File: src/iob_pkg.sv
// package for the io bus command host: states, command codes, timing counts
// assumes a single 25 MHz core clock; nothing else shared
package iob_pkg;
  localparam int unsigned CLK_HZ         = 25000000;
  localparam int unsigned XW             = 24;        // exchange width
  localparam int unsigned CMD_LSB        = 20;        // command code field
  localparam int unsigned CMD_W          = 4;
  localparam int unsigned CHAN_LSB       = 16;        // channel address field
  localparam int unsigned CHAN_W         = 4;
  localparam int unsigned OUTA_DATA_W    = 16;
  // bus timing figures in ns, nominal bus clock 4 MHz
  localparam int unsigned BUS_CLK_NS     = 250;
  localparam int unsigned CA_RC_NS       = 500;
  localparam int unsigned RC_CA_NS       = 1000;      // four bus clock periods
  localparam int unsigned CLR_NS         = 750;       // three bus clocks
  localparam int unsigned CLK_NS         = 1000000000 / CLK_HZ;
  // one bus clock = one strobe slot; least times round up
  localparam int unsigned BUS_DIV        = (BUS_CLK_NS + CLK_NS - 1) / CLK_NS;
  localparam int unsigned CA_RC_TICKS    = (CA_RC_NS + BUS_CLK_NS - 1) / BUS_CLK_NS;
  localparam int unsigned RC_CA_TICKS    = (RC_CA_NS + BUS_CLK_NS - 1) / BUS_CLK_NS;
  localparam int unsigned CLR_TICKS      = (CLR_NS + BUS_CLK_NS - 1) / BUS_CLK_NS;
  localparam logic [XW-1:0] XCH_RESET    = 24'h000000;

  typedef enum logic [CMD_W-1:0] {
    IOB_OUT_A     = 4'h1,
    IOB_OUT_B     = 4'h2,
    IOB_TEST      = 4'h3,
    IOB_CLR_TEST  = 4'h4,
    IOB_TEST_SR   = 4'h5,
    IOB_TERMINATE = 4'h6,
    IOB_IN        = 4'h7
  } iob_cmd_t;

  // one request from the user: command, channel, data
  typedef struct packed {
    iob_cmd_t          cmd;
    logic [CHAN_W-1:0] chan;
    logic [XW-1:0]     data;
  } iob_req_t;

  // one answer back to the user
  typedef struct packed {
    iob_cmd_t      cmd;
    logic [XW-1:0] word;
  } iob_rsp_t;

  typedef enum logic [2:0] {
    IOB_IDLE, IOB_CLEAR, IOB_PHASE_A, IOB_GAP, IOB_PHASE_B, IOB_RECOVER
  } iob_state_t;
endpackage : iob_pkg

File: src/iob_fifo.sv
// synchronous valid/ready fifo, used for the answer path of the io bus host
// assumes one clock and a synchronous active-high reset
module iob_fifo #(
  parameter int unsigned WIDTH = 8,
  parameter int unsigned DEPTH = 8
) (
  input  wire logic             core_clk,
  input  wire logic             reset,
  input  wire logic [WIDTH-1:0] in_data,
  input  wire logic             in_valid,
  output logic                  in_ready,
  output logic [WIDTH-1:0]      out_data,
  output logic                  out_valid,
  input  wire logic             out_ready
);
  localparam int unsigned AW = $clog2(DEPTH);
  typedef struct packed {
    logic [AW-1:0] wr;
    logic [AW-1:0] rd;
    logic [AW:0]   cnt;
  } iob_fifo_st_t;

  logic [WIDTH-1:0] mem [DEPTH];
  iob_fifo_st_t st_reg;
  iob_fifo_st_t st_next;
  logic push;
  logic pop;

  assign in_ready  = (st_reg.cnt != (AW+1)'(DEPTH));
  assign out_valid = (st_reg.cnt != '0);
  assign out_data  = mem[st_reg.rd];
  assign push      = in_valid && in_ready;
  assign pop       = out_valid && out_ready;

  always_comb begin
    st_next = st_reg;
    if (push) begin
      st_next.wr = (st_reg.wr == AW'(DEPTH-1)) ? '0 : st_reg.wr + 1'b1;
    end
    if (pop) begin
      st_next.rd = (st_reg.rd == AW'(DEPTH-1)) ? '0 : st_reg.rd + 1'b1;
    end
    if (push && !pop) begin
      st_next.cnt = st_reg.cnt + 1'b1;
    end else if (pop && !push) begin
      st_next.cnt = st_reg.cnt - 1'b1;
    end
  end

  always_ff @(posedge core_clk) begin
    if (reset) begin
      st_reg <= '0;
    end else begin
      st_reg <= st_next;
    end
    if (push) begin
      mem[st_reg.wr] <= in_data;
    end
  end
endmodule : iob_fifo

File: src/iob_host.sv
// io bus command host: drives command/response strobes, clear and exchange
// assumes controls answer on the exchange in phase b while asserting send
//
// What this block does
// - command strobe high exactly one bus clock with command on exchange lines.
// - response strobe one bus clock marks phase b; take inbound word then.
// - clear pulse resets controls; host holds it at least three bus clocks.
// - exchange lines carry command, address, data or status per cycle type.
// - seven command types, each phase a then phase b.
// - host exchanges at most one 24-bit word per phase, so two per cycle.
// - transfer out a: command, channel, sixteen data bits in phase a; status back.
// - test service request issued only while service request is asserted.
// - each strobe spans exactly one bus clock trailing edge.
// - at least two bus clocks from command strobe to response strobe.
// - at least four bus clocks from response strobe to next command strobe.
// - command strobe per command write, response strobe per data access.
module iob_host #(
  parameter int unsigned FIFO_DEPTH = 8
) (
  input  wire logic               core_clk,
  input  wire logic               reset,
  // user side
  input  wire iob_pkg::iob_req_t  req,
  input  wire logic               req_valid,
  output logic                    req_ready,
  input  wire logic               clear_req,
  output iob_pkg::iob_rsp_t       rsp,
  output logic                    rsp_valid,
  input  wire logic               rsp_ready,
  output logic                    svc_pending,
  output logic                    bus_clk,
  // bus pins
  output logic                    command_active_strobe,
  output logic                    response_done_strobe,
  output logic                    io_system_clear,
  input  wire logic               service_request,
  input  wire logic               transmit_direction_select,
  input  wire logic [23:0]        data_swap_lines_in,
  output logic [23:0]             data_swap_lines_out,
  output logic                    data_swap_lines_oe
);
  localparam int unsigned RSP_W = $bits(iob_pkg::iob_rsp_t);
  localparam int unsigned DIV_W = $clog2(iob_pkg::BUS_DIV + 1);

  typedef struct packed {
    iob_pkg::iob_state_t  state;
    logic [DIV_W-1:0]     div;
    logic                 bclk;
    logic [3:0]           ticks;
    iob_pkg::iob_req_t    cur;
    logic                 ca;
    logic                 rc;
    logic                 clr;
    logic [23:0]          xout;
    logic                 xoe;
    logic                 push;
    iob_pkg::iob_rsp_t    cap;
    logic                 req_rdy;
    logic [1:0]           sr_sync;
    logic [1:0]           ios_sync;
    logic [23:0]          x_s1;
    logic [23:0]          x_s2;
  } iob_st_t;

  iob_st_t st_reg;
  iob_st_t st_next;
  logic    fifo_in_ready;
  logic    tick;
  logic    [RSP_W-1:0] fifo_out;

  // phase a word: command code, channel, up to sixteen data bits
  function automatic logic [23:0] phase_a_word(input iob_pkg::iob_req_t r);
    phase_a_word = {r.cmd, r.chan, r.data[iob_pkg::OUTA_DATA_W-1:0]};
  endfunction : phase_a_word

  function automatic logic [3:0] ticks_of(input int unsigned n);
    ticks_of = 4'(n);
  endfunction : ticks_of

  // one strobe slot ends on each rising bus clock edge
  assign tick = (st_reg.div == DIV_W'(iob_pkg::BUS_DIV - 1));

  always_comb begin
    st_next          = st_reg;
    st_next.push     = 1'b0;
    st_next.req_rdy  = 1'b0;
    st_next.sr_sync  = {st_reg.sr_sync[0], service_request};
    st_next.ios_sync = {st_reg.ios_sync[0], transmit_direction_select};
    st_next.x_s1     = data_swap_lines_in;
    st_next.x_s2     = st_reg.x_s1;
    st_next.div      = tick ? '0 : st_reg.div + 1'b1;
    st_next.bclk     = (st_next.div < DIV_W'(iob_pkg::BUS_DIV / 2));
    if (tick) begin
      if (st_reg.ticks != '0) begin
        st_next.ticks = st_reg.ticks - 1'b1;
      end
      case (st_reg.state)
        iob_pkg::IOB_IDLE: begin
          if (clear_req) begin
            st_next.state = iob_pkg::IOB_CLEAR;
            st_next.clr   = 1'b1;
            st_next.ticks = ticks_of(iob_pkg::CLR_TICKS - 1);
          end else if (req_valid && fifo_in_ready) begin
            // a service poll with no request pending is dropped unsent
            if (req.cmd == iob_pkg::IOB_TEST_SR && !st_reg.sr_sync[1]) begin
              st_next.req_rdy = 1'b1;
            end else begin
              st_next.req_rdy = 1'b1;
              st_next.cur     = req;
              st_next.state   = iob_pkg::IOB_PHASE_A;
              st_next.ca      = 1'b1;
              st_next.xout    = phase_a_word(req);
              st_next.xoe     = 1'b1;
              st_next.ticks   = ticks_of(iob_pkg::CA_RC_TICKS - 1);
            end
          end
        end
        iob_pkg::IOB_CLEAR: begin
          if (st_reg.ticks == '0) begin
            st_next.clr   = 1'b0;
            st_next.state = iob_pkg::IOB_RECOVER;
            st_next.ticks = ticks_of(iob_pkg::RC_CA_TICKS - 1);
          end
        end
        iob_pkg::IOB_PHASE_A: begin
          st_next.ca    = 1'b0;
          st_next.xoe   = 1'b0;
          st_next.state = iob_pkg::IOB_GAP;
        end
        iob_pkg::IOB_GAP: begin
          if (st_reg.ticks == '0) begin
            st_next.state = iob_pkg::IOB_PHASE_B;
            st_next.rc    = 1'b1;
            if (st_reg.cur.cmd == iob_pkg::IOB_OUT_B) begin
              st_next.xout = st_reg.cur.data;
              st_next.xoe  = 1'b1;
            end
          end
        end
        iob_pkg::IOB_PHASE_B: begin
          // inbound word taken at end of response strobe
          st_next.rc       = 1'b0;
          st_next.xoe      = 1'b0;
          st_next.push     = 1'b1;
          st_next.cap.cmd  = st_reg.cur.cmd;
          // out b answers with a zero word; poll and others keep the whole word only while control sends
          if (st_reg.cur.cmd == iob_pkg::IOB_OUT_B || !st_reg.ios_sync[1]) begin
            st_next.cap.word = iob_pkg::XCH_RESET;
          end else begin
            st_next.cap.word = st_reg.x_s2;
          end
          st_next.state = iob_pkg::IOB_RECOVER;
          st_next.ticks = ticks_of(iob_pkg::RC_CA_TICKS - 1);
        end
        iob_pkg::IOB_RECOVER: begin
          if (st_reg.ticks == '0) begin
            st_next.state = iob_pkg::IOB_IDLE;
          end
        end
        default: begin
          st_next.state = iob_pkg::IOB_IDLE;
        end
      endcase
    end
  end

  always_ff @(posedge core_clk) begin
    if (reset) begin
      st_reg       <= '0;
      st_reg.state <= iob_pkg::IOB_IDLE;
      // bus clock is high at divider zero, so no false rising edge after reset
      st_reg.bclk  <= 1'b1;
      st_reg.cap   <= '0;
      st_reg.xout  <= iob_pkg::XCH_RESET;
    end else begin
      st_reg <= st_next;
    end
  end

  // answers queue here so a slow consumer stalls new commands, not the bus
  iob_fifo #(
    .WIDTH (RSP_W),
    .DEPTH (FIFO_DEPTH)
  ) u_rsp_fifo (
    .core_clk  (core_clk),
    .reset     (reset),
    .in_data   (st_reg.cap),
    .in_valid  (st_reg.push),
    .in_ready  (fifo_in_ready),
    .out_data  (fifo_out),
    .out_valid (rsp_valid),
    .out_ready (rsp_ready)
  );

  assign rsp                   = iob_pkg::iob_rsp_t'(fifo_out);
  assign req_ready             = st_reg.req_rdy;
  assign svc_pending           = st_reg.sr_sync[1];
  assign bus_clk               = st_reg.bclk;
  assign command_active_strobe = st_reg.ca;
  assign response_done_strobe  = st_reg.rc;
  assign io_system_clear       = st_reg.clr;
  assign data_swap_lines_out   = st_reg.xout;
  assign data_swap_lines_oe    = st_reg.xoe;
endmodule : iob_host

File: config.mk
export PLATFORM = sky130hd
export DESIGN_NAME = iob_host
export DESIGN_NICKNAME = d
export VERILOG_FILES = /design/src/iob_pkg.sv /design/src/iob_fifo.sv /design/src/iob_host.sv
export SDC_FILE = /design/constraint.sdc
export NUM_CORES = 1
export LEC_CHECK = 0
export CAP_MARGIN = 20
export CORE_MARGIN = 2
export CORE_UTILIZATION = 60
export CTS_CLUSTER_SIZE = 10
export DETAILED_ROUTE_END_ITERATION = 8
export DONT_BUFFER_PORTS = 1
export PLACE_DENSITY = 0.76
export REMOVE_ABC_BUFFERS = 1
export SLEW_MARGIN = 20
export SYNTH_ARGS = -nofsm -noshare
export SYNTH_HDL_FRONTEND = slang
export SYNTH_SLANG_ARGS = --single-unit
File: constraint.sdc
create_clock -name core_clk -period 11.8 [get_ports core_clk]
set_input_delay 2.36 -clock core_clk [delete_from_list [all_inputs] [get_ports core_clk]]
set_output_delay 2.36 -clock core_clk [all_outputs]
set_load 0.02 [all_outputs]
* Yosys cells after proc, flatten, opt, wreduce, memory -nomap -nowiden
Memories as Yosys holds them, arrays and structs flattened. A register that Yosys moved wholly into a read port is not among the register bits.
Index checks and enable logic that the tools add are counted.
** Operators by class
- Add/subtract/negate cells :: 6
- Bitwise logic cells :: 4
- Reductions and logical operators :: 32
- Mux-type cells :: 39
- Magnitude comparators :: 1
- Equal/unequal tests :: 21
** Operator list (number)
- $mux 25 :: 5
- $mux 37 :: 2
- $pmux 24 s2 :: 1
- $mux 3 :: 11
- $mux 29 :: 1
- $mux 24 :: 1
- $mux 4 :: 5
- $pmux 3 s6 :: 1
- $ne 2x2->1 const B :: 8
- $eq 3x3->1 const B :: 5
- $reduce_and 7->1 :: 2
- $pmux 4 s3 :: 1
- $reduce_and 5->1 :: 2
- $reduce_bool 2->1 :: 5
- $add 3x1->3 const B :: 3
- $reduce_bool 4->1 :: 2
- $sub 4x1->4 const B :: 2
- $mux 1 :: 7
- $eq 3x2->1 const B :: 2
- $logic_and 1x1->1 :: 6
- $ne 3x3->1 const B :: 2
- $pmux 1 s2 :: 3
- $reduce_and 6->1 :: 1
- $add 4x1->4 const B :: 1
- 17 further kinds :: 24
** Storage, ports and cells
- Output and inout port bits :: 60
- Memory bits (writable) :: 224
- Flip-flop bits (word level) :: 163
- Memories kept :: 1
- Word-level logic and storage cells :: 127
** Memory list
- u_rsp_fifo.mem :: depth 8, width 28, read ports 1, clocked after memory_dff 1, wr ports 1, RTL line iob_fifo.sv:23 : logic [WIDTH-1:0] mem [DEPTH];

* Logic depth before layout (Yosys ltp)
Gate-level depths: netlist of run 1.
- Depth after elaboration :: 6
- Gate-level depth with buffers :: 11
- Depth with buffers taken out :: 11

* Cells and area by module
A second synthesis of run 1 with hierarchy kept.
** Unflattened totals
- Cells, all modules :: 974
- Area total of the unflattened synthesis :: 14870.5 µm²
** By module, submodules not included
- iob_fifo :: seq. area each 6986.7 µm², area an instance 9073.7 µm², times used 1, cells each 398
- iob_host :: seq. area each 2982.9 µm², area an instance 5796.8 µm², times used 1, cells each 576

* Worst setup path before layout of run 1
OpenSTA, ideal clock, no wires.
- Kind :: flip-flop to output port
- From :: register with a tool-made name
- To :: output port rsp[10] (netlist name)
- Arrival :: 1707 ps
- Data required time :: 9440 ps
- Stages on the path, launching flop included :: 4
- Path slack :: 7733 ps
- Buffers on the path :: 1
- Cell sequence :: dfxtp_1 > clkbuf_1 > mux4_2 > mux2_2
** RTL lines
- to (decl) :: RTL line iob_host.sv:27 : output iob_pkg::iob_rsp_t rsp,

==> results of run 1 <==
## final cells by class
class,instances,share of cell area [%]
Timing Repair Buffer,20,0.939
Clock buffer,75,7.67
Multi-Input combinational cell,434,26.1
Inverter,9,0.211
Tap cell,324,2.53
Clock inverter,2,0.156
Sequential cell,386,62.4
## worst max-delay path, stage by stage (launching register included)
cell	delay [ns]
dfxtp_4	0.52
buf_4	0.70
mux4_2	0.61
mux2_2	0.36
## synth_stat cells, types with 8 or more instances
master,instances
mux2i_1,53
edfxtp_1,224
a211oi_1,8
nor2b_1,54
mux2_2,29
nor2_1,48
nor3_1,13
a211oi_2,20
a21oi_1,39
a22o_1,29
buf_4,28
nand2_1,15
ha_1,9
clkbuf_1,28
mux4_2,56
buf_2,13
dfxtp_1,162
inv_1,9
## power by group through the flow
stage / clock network [mW] / logic, mW / registers, mW
2_1_floorplan: 0 / 0.209 / 1.49
3_3_place_gp: 0 / 0.265 / 1.48
3_5_place_dp: 0 / 0.269 / 1.48
4_1_cts: 1.21 / 0.271 / 1.45
5_1_grt: 1.27 / 0.287 / 1.45
6_report: 1.19 / 0.266 / 1.45
## final timing paths
| kind | endpoint | slack, ns |
|---|---|---|
| worst min-delay path | st_reg[16] | 0.42 |
| worst min register to register | st_reg[16] | 0.42 |
| worst max register to register | u_rsp_fifo.st_reg[3] | 8.65 |
| worst max-delay path | rsp[11] | 6.67 |
## metrics by stage
step | instance area [sq um] | hold WS (ns) | std cells | setup slack, ns
after global routing | 16000 | 0.448 | 1250 | 6.45
after CTS | 16000 | 0.429 | 1250 | 6.58
after global placement | 14700 | 0.415 | 1173 | 7.18
final | 16000 | 0.424 | 1250 | 6.67
after detailed placement | 14700 | 0.423 | 1173 | 7.16
after floorplan | 14100 | 0.414 | 829 | 6.06
## layer usage
layer	global-route usage, %	vias up
met5	0	-
met4	5.77	0
met3	6.42	34
met2	35.8	228
met1	28.0	3699
li1	-	3403
## logic make-up after synthesis
logic type	after synthesis	share of synthesized area (%)
AOI/OAI and AO/OA	122	6.72
muxes	138	14.5
and+or+nand+nor	160	5.85
buffers and inverters	87	3.40
adders and majority gates	10	0.909
xor gates and xnor gates	4	0.240
DFF	386	68.4
==> impl_metrics.py, run 1 <==
metrics = {
    "pwr": {
        "leakage_nw": 6.05,
        "switchingPower_mw": 0.647,
        "power_density_mw_per_mm2": 181,
        "pwr-share-comb_pct": 9.2,
        "ir_drop_mv": 0.104,
        "seqPwrFrac_pct": 49.9,
        "internal-power_mw": 2.26,
        "p_clk_share_pct": 40.9,
        "switching_share_pct": 22.3,
        "total_power_mw": 2.90,
    },
    "min_path": {
        "hold_class": "register to register",
        "whs_path_depth": 1,
        "holdCritStartpoint": "st_next[16]",
    },
    "sta": {
        "finalHoldViolations": 0,
        "relSlewSlack_pct": 32.0,
        "setup_tns_ns": 0,
        "setup_viol": 0,
        "tightest_slew_ns": 1.02,
        "period_needed_ns": 5.13,
        "slew_viol_final": 0,
        "finClkSkew_ns": 0.0188,
        "finalCritPeriodShare_pct": 43.5,
        "rsz0062_at_grt": "no",
        "fmax_mhz": 195,
    },
    "finish": {
        "syn2layout_area_growth_pct": 9.69,
        "largest_register_ffs": 224,
        "drive_gt1_share_pct": 20.2,
        "final_util_pct": 66.4,
        "register_area_sq_mm": 0.00997,
        "finalNetCount": 968,
        "multi_input_area_sq_mm": 0.00418,
        "diodes": 0,
        "fill_cells": 1640,
        "final_cell_mix": "edfxtp_1, dfxtp_1, mux4_2",
        "final_common_cell": "edfxtp_1",
    },
    "logic_synthesis": {
        "synth.cell_area_sq_mm": 0.0146,
        "synthCells": 907,
        "synth_top_area_cell": "edfxtp_1",
        "yosys.area.top_type_share_pct": 46.1,
        "synthTopCellsByArea": "edfxtp_1, dfxtp_1, mux4_2",
        "synthArstFlopShare_pct": 0,
        "postSynthAreaPerCell_sq_um": 16.1,
        "synth-edff-count": 224,
        "yosysWarnings": 0,
        "synth_seq_cells": 386,
        "ys_types": 53,
        "synth_ff_type": "edfxtp_1",
        "yosysSeqAreaShare_pct": 68.4,
    },
    "cts": {
        "cts_tree": "done",
        "clk_path_buf_depth": 3,
        "cts_root_buf": "clkbuf_16",
        "cts_buffers": 44,
        "cts_setup_buffers": 0,
        "ctsHoldBuffers": 0,
        "htree_levels": 2,
        "worstSkewPairLatency_ns": 0.53,
        "cts_sinks": 386,
        "cts_resized": 0,
        "clk_pin_slew_ns": 0.06,
    },
    "drt": {
        "drc": 0,
        "num_vias": 7364,
        "ant_nets": 0,
        "highest_layer": "met4",
        "detail_route.wl_per_cell_um": 21.5,
        "met1_length_um": 11100,
        "wl_um": 26800,
        "dr_wl_met3_um": 2160,
        "wl_met2_um": 13100,
        "via_per_inst": 5.89,
        "drtIter0Drc": 423,
        "drtPass1Iterations": 4,
    },
    "floorplan": {
        "initial_core_util_pct": 60.5,
        "core_sq_mm": 0.0241,
        "die_area_sq_mm": 0.0256,
        "die_y_um": 160,
        "fp.dieW_um": 160,
        "pin_count": 123,
        "rows": 57,
    },
    "critical_path": {
        "cp_data_required_time_ns": 9.44,
        "crit_type": "register to primary output",
        "cp-end-kind": "primary output",
        "arrival_ns": 2.77,
        "cp_max_fo": 42,
        "r2r_start": "u_rsp_fifo.st_reg[0]",
        "start_kind": "register",
        "ff2ff_path_depth": 11,
    },
    "grt": {
        "grt.total_usage_pct": 21.5,
        "grt_antenna_before_repair": 0,
        "grt.overflow.total": 0,
        "grt_pass1_wl_um": 42700,
        "grt_max_degree": 132,
        "first_global_vias": 7665,
    },
    "placed_design": {
        "finalWeightedCongestion": 0.805,
        "dp_hpwl_um": 15300,
        "portBuffers": 0,
    },
    "job": {
        "maxCapViolCount": 0,
    },
    "status": {
        "status": "complete, no violations",
    },
}
Power figures use the tool's default switching activity.
==> run 2, diff against run 1 <==
Settings changed: CORE_UTILIZATION 60 to 57, PLACE_DENSITY 0.76 to 0.75.
Clock period 11.8 ns to 4.65 ns, I/O delays scaled along.
==> run 2 against run 1 <==
  * Sequential share of layout area is 0.50 points lower
  * Worst setup slack worse by 5.7 ns
  * Clock skew is 0.0074 ns lower
  * Sequential cell count stayed put
  * Sequential power grew to 2.6 times the previous value
  * Combinational power is 130% higher
  * Routed wire length is 1.8% higher
  * Highest routed layer unchanged
==> impl_metrics.py, run 2 (synthesis results as in run 1) <==
metrics = {
    "grt": {
        "first_global_vias": 7583,
        "grt_antenna_before_repair": 0,
        "grt_max_degree": 132,
        "grt.overflow.total": 0,
        "grt.total_usage_pct": 20.9,
        "grt_pass1_wl_um": 42400,
    },
    "job": {
        "maxCapViolCount": 0,
    },
    "finish": {
        "final_util_pct": 64.0,
        "final_common_cell": "edfxtp_1",
        "largest_register_ffs": 224,
        "register_area_sq_mm": 0.00998,
        "stdcell_count": 1253,
        "diodes": 0,
        "finalNetCount": 967,
        "final_cell_mix": "edfxtp_1, dfxtp_1, mux4_2",
        "fill_cells": 1705,
        "drive_gt1_share_pct": 20.3,
        "multi_input_area_sq_mm": 0.00420,
        "syn2layout_area_growth_pct": 10.6,
    },
    "floorplan": {
        "fp.dieW_um": 164,
        "die_area_sq_mm": 0.0269,
        "die_y_um": 164,
        "core_sq_mm": 0.0252,
        "pin_count": 123,
        "rows": 58,
        "initial_core_util_pct": 57.9,
    },
    "cts": {
        "clk_pin_slew_ns": 0.06,
        "worstSkewPairLatency_ns": 0.53,
        "cts_buffers": 44,
        "cts_resized": 0,
        "cts_root_buf": "clkbuf_16",
        "ctsHoldBuffers": 0,
        "cts_setup_buffers": 0,
        "cts_tree": "done",
        "htree_levels": 2,
        "clk_path_buf_depth": 3,
        "cts_sinks": 386,
    },
    "placed_design": {
        "finalWeightedCongestion": 0.759,
        "dp_hpwl_um": 15600,
        "place_inst": 1175,
        "portBuffers": 0,
    },
    "drt": {
        "drtPass1Iterations": 5,
        "ant_nets": 0,
        "drtIter0Drc": 652,
        "drc": 0,
        "via_per_inst": 5.87,
        "detail_route.wl_per_cell_um": 21.8,
        "num_vias": 7350,
        "wl_um": 27300,
    },
    "critical_path": {
        "cp_slowest_cell": "dfxtp_4",
        "timing.rr.end": "u_rsp_fifo.st_reg[3]",
        "arrival_ns": 2.71,
        "max_stage_delay_ns": 0.88,
        "regToRegSetupSlack_ns": 1.61,
        "start_kind": "register",
        "path_delay_family": "flip-flops",
        "cp_data_required_time_ns": 3.72,
        "cp_max_fo": 40,
        "crit_type": "register to primary output",
        "path_cells": "buf_4 > mux4_2 > mux2_2",
        "cp-end-kind": "primary output",
        "path_buf_inv": 1,
        "r2r_start": "u_rsp_fifo.st_reg[0]",
        "ff2ff_path_depth": 11,
    },
    "sta": {
        "fmax_mhz": 275,
        "relSlewSlack_pct": 40.0,
        "slew_viol_final": 0,
        "finClkSkew_ns": 0.0114,
        "setup_tns_ns": 0,
        "setup_viol": 0,
        "period_needed_ns": 3.64,
        "finalHoldWorstSlack_ns": 0.433,
        "finalCritPeriodShare_pct": 78.2,
        "finalHoldViolations": 0,
        "rsz0062_at_grt": "no",
        "tightest_slew_ns": 0.900,
    },
    "pwr": {
        "power_density_mw_per_mm2": 459,
        "leakage_nw": 6.09,
        "ir_drop_mv": 0.285,
        "total_power_mw": 7.40,
    },
    "min_path": {
        "hold_end": "st_reg[10]",
        "hold_class": "register to register",
        "whs_path_depth": 1,
        "holdCritStartpoint": "st_next[10]",
    },
    "status": {
        "status": "complete, no violations",
    },
}
run 2: changes by cell type in the layout (fill, tap and decap cells not counted), moves of 2 or more:
cell / before / now
buf_16: 0 / 4
buf_4: 20 / 14
clkbuf_1: 30 / 28
inv_16: 0 / 2
nor2_2: 3 / 0
nor2_4: 0 / 3
run 2: worst register-to-register path: stages, from the launching register on:
cell,delay [ns]
dfxtp_1,0.36
or4b_4,0.60
nand2_1,0.37
inv_1,0.18
ha_1,0.24
inv_1,0.12
ha_1,0.24
a21o_1,0.18
a21oi_1,0.17
xnor2_1,0.09
or3_1,0.30
a21oi_1,0.13
run 2: area by class of cell:
class	instances	share of cell area, %
multi-input cells	434	26.0
well taps	330	2.56
clock buffers	73	7.63
flip-flops and latches	386	61.9
clock inverters	2	0.248
repair buffers	19	1.46
inverters	9	0.209
run 2: power breakdown:
| part | switching, mW | internal [mW] |
|---|---|---|
| clock | 1.25 | 1.80 |
| sequential | 0.0967 | 3.62 |
| combinational | 0.303 | 0.323 |
run 2: layer usage:
metal	track usage (%)	up-vias	wire [um]
met2	35.8	214	13800
li1	-	3408	-
met5	0	-	0
met1	26.8	3693	11200
met3	5.20	35	1910
met4	5.06	0	378
run 2: worst max-delay path by stage:
stage | from | endpoint | slack [ns] | cells after the start
3_3_place_gp | register | rsp[19] | 1.55 | 3
6_report | register | rsp[5] | 1.01 | 3
2_1_floorplan | register | rsp[0] | 0.34 | 2
5_1_grt | register | rsp[17] | 0.83 | 3
4_1_cts | register | rsp[5] | 0.93 | 3
3_5_place_dp | register | rsp[17] | 1.51 | 3
run 2: per-stage QoR:
step                area, sq um  setup WS (ns)
floorplan                 14100          0.343
global placement          14700           1.55
detailed placement        14800           1.51
CTS                       16000          0.932
global route              16100          0.826
finish                    16100           1.01
==> run 3, diff against run 2 <==
Clock period 4.65 ns to 3 ns, I/O delays scaled along.
==> run 3 against run 2 <==
  * Critical path depth rose by 8
  * First-iteration DRC count fell by 22%
  * Via count fell by 0.64%
  * Cell count rose by 0.24%
  * Register-to-register slack got worse by 1.4 ns
  * Highest routed layer unchanged
  * Design area fell by 0.16%
==> impl_metrics.py, run 3 (synthesis results as in run 1) <==
metrics = {
    "critical_path": {
        "crit_type": "register to register",
        "arrival_ns": 3.19,
        "max_stage_delay_ns": 0.60,
        "start_kind": "register",
        "cp_data_required_time_ns": 3.45,
        "cp_max_fo": 5,
        "path_buf_inv": 2,
        "cp_slowest_cell": "or4b_4",
        "path_delay_family": "simple AND/OR/NAND/NOR gates",
        "cp-end-kind": "register",
        "path_cells": "or4b_4 > nand2_1 > inv_1 > ha_1 > inv_1 > ha_1 > a21o_1 > a21oi_1 > xnor2_1 > or3_1 > a21oi_1",
        "startpoint": "u_rsp_fifo.st_reg[0]",
        "r2r_start": "u_rsp_fifo.st_reg[0]",
    },
    "cts": {
        "cts_setup_buffers": 0,
        "htree_levels": 2,
        "cts_tree": "done",
        "cts_root_buf": "clkbuf_16",
        "clk_pin_slew_ns": 0.05,
        "ctsHoldBuffers": 0,
        "cts_resized": 0,
        "cts_sinks": 386,
        "cts_buffers": 44,
        "worstSkewPairLatency_ns": 0.55,
        "clk_path_buf_depth": 3,
    },
    "drt": {
        "wl_um": 27000,
        "detail_route.wl_per_cell_um": 21.5,
        "ant_nets": 0,
        "num_vias": 7303,
        "drtIter0Drc": 507,
        "drc": 0,
        "drtPass1Iterations": 5,
        "via_per_inst": 5.81,
    },
    "sta": {
        "setup_tns_ns": 0,
        "finalCritPeriodShare_pct": 91.4,
        "rsz0062_at_grt": "no",
        "fmax_mhz": 365,
        "slew_viol_final": 0,
        "finalHoldWorstSlack_ns": 0.136,
        "tightest_slew_ns": 1.10,
        "relSlewSlack_pct": 26.8,
        "finClkSkew_ns": 0.0189,
        "period_needed_ns": 2.74,
        "finalHoldViolations": 0,
        "setup_viol": 0,
    },
    "finish": {
        "design_area_sq_mm": 0.0161,
        "fill_cells": 1713,
        "final_cell_mix": "edfxtp_1, dfxtp_1, mux4_2",
        "drive_gt1_share_pct": 20.3,
        "largest_register_ffs": 224,
        "stdcell_count": 1256,
        "final_common_cell": "edfxtp_1",
        "syn2layout_area_growth_pct": 10.4,
        "finalNetCount": 967,
    },
    "pwr": {
        "seqPwrFrac_pct": 49.2,
        "leakage_nw": 6.08,
        "pwr-share-comb_pct": 9.7,
        "p_clk_share_pct": 41.1,
        "switchingPower_mw": 2.61,
        "ir_drop_mv": 0.517,
        "switching_share_pct": 22.6,
        "power_density_mw_per_mm2": 717,
        "internal-power_mw": 8.93,
    },
    "job": {
        "maxCapViolCount": 0,
    },
    "placed_design": {
        "finalWeightedCongestion": 0.779,
        "dp_hpwl_um": 14500,
        "portBuffers": 0,
        "place_inst": 1177,
        "placed_area_sq_mm": 0.0148,
    },
    "floorplan": {
        "die_area_sq_mm": 0.0269,
        "fp.dieW_um": 164,
        "die_y_um": 164,
        "core_sq_mm": 0.0252,
        "pin_count": 123,
        "initial_core_util_pct": 57.9,
        "rows": 58,
    },
    "status": {
        "status": "complete, no violations",
    },
    "grt": {
        "grt.total_usage_pct": 20.6,
        "grt.overflow.total": 0,
        "grt_max_degree": 132,
        "first_global_vias": 7514,
        "grt_antenna_before_repair": 1,
        "grt_pass1_wl_um": 41900,
    },
    "min_path": {
        "holdCritStartpoint": "reset",
        "hold_class": "input pin to register",
    },
}
## run 3: worst paths after layout
path | depth (start not counted) | endpoint | slack [ns]
worst max-delay path | 11 | u_rsp_fifo.st_reg[3] | 0.26
worst max register to register | 11 | u_rsp_fifo.st_reg[3] | 0.26
worst min register to register | 1 | st_reg[3] | 0.43
worst min-delay path | 1 | st_reg[149] | 0.14
## run 3: final cells by class
class,count,area [sq um],share of cell area (%)
inverters,9,33.8,0.210
clock buffers,74,1220,7.60
clock inverters,3,45.0,0.280
flip-flops and latches,386,9980,62.0
diodes,1,2.50,0.0155
multi-input cells,434,4180,26.0
repair buffers,19,225,1.40
well taps,330,413,2.56
## run 3: layer usage
| layer | GRT usage, % | up-vias | part of all wire, % |
|---|---|---|---|
| li1 | - | 3409 | - |
| met1 | 27.2 | 3641 | 43 |
| met2 | 34.2 | 219 | 49 |
| met3 | 5.30 | 34 | 7.1 |
| met4 | 5.62 | 0 | 1.6 |
| met5 | 0 | - | 0 |
## run 3: metrics by stage
step,utilization [%],setup WS [ns],power [mW]
floorplan,-,-0.977,6.70
global placement,58.8,0.384,6.91
detailed placement,58.8,0.312,6.93
CTS,63.8,0.254,11.7
global route,63.9,0.0808,11.9
finish,63.9,0.258,11.5
## run 3: power groups by stage
stage                     sequential, mW  clock (mW)  combinational, mW
after floorplan                     5.88           0              0.822
after global placement              5.79           0               1.13
after detailed placement            5.79           0               1.14
after CTS                           5.68        4.84               1.15
after global routing                5.69        5.03               1.21
final                               5.68        4.74               1.12
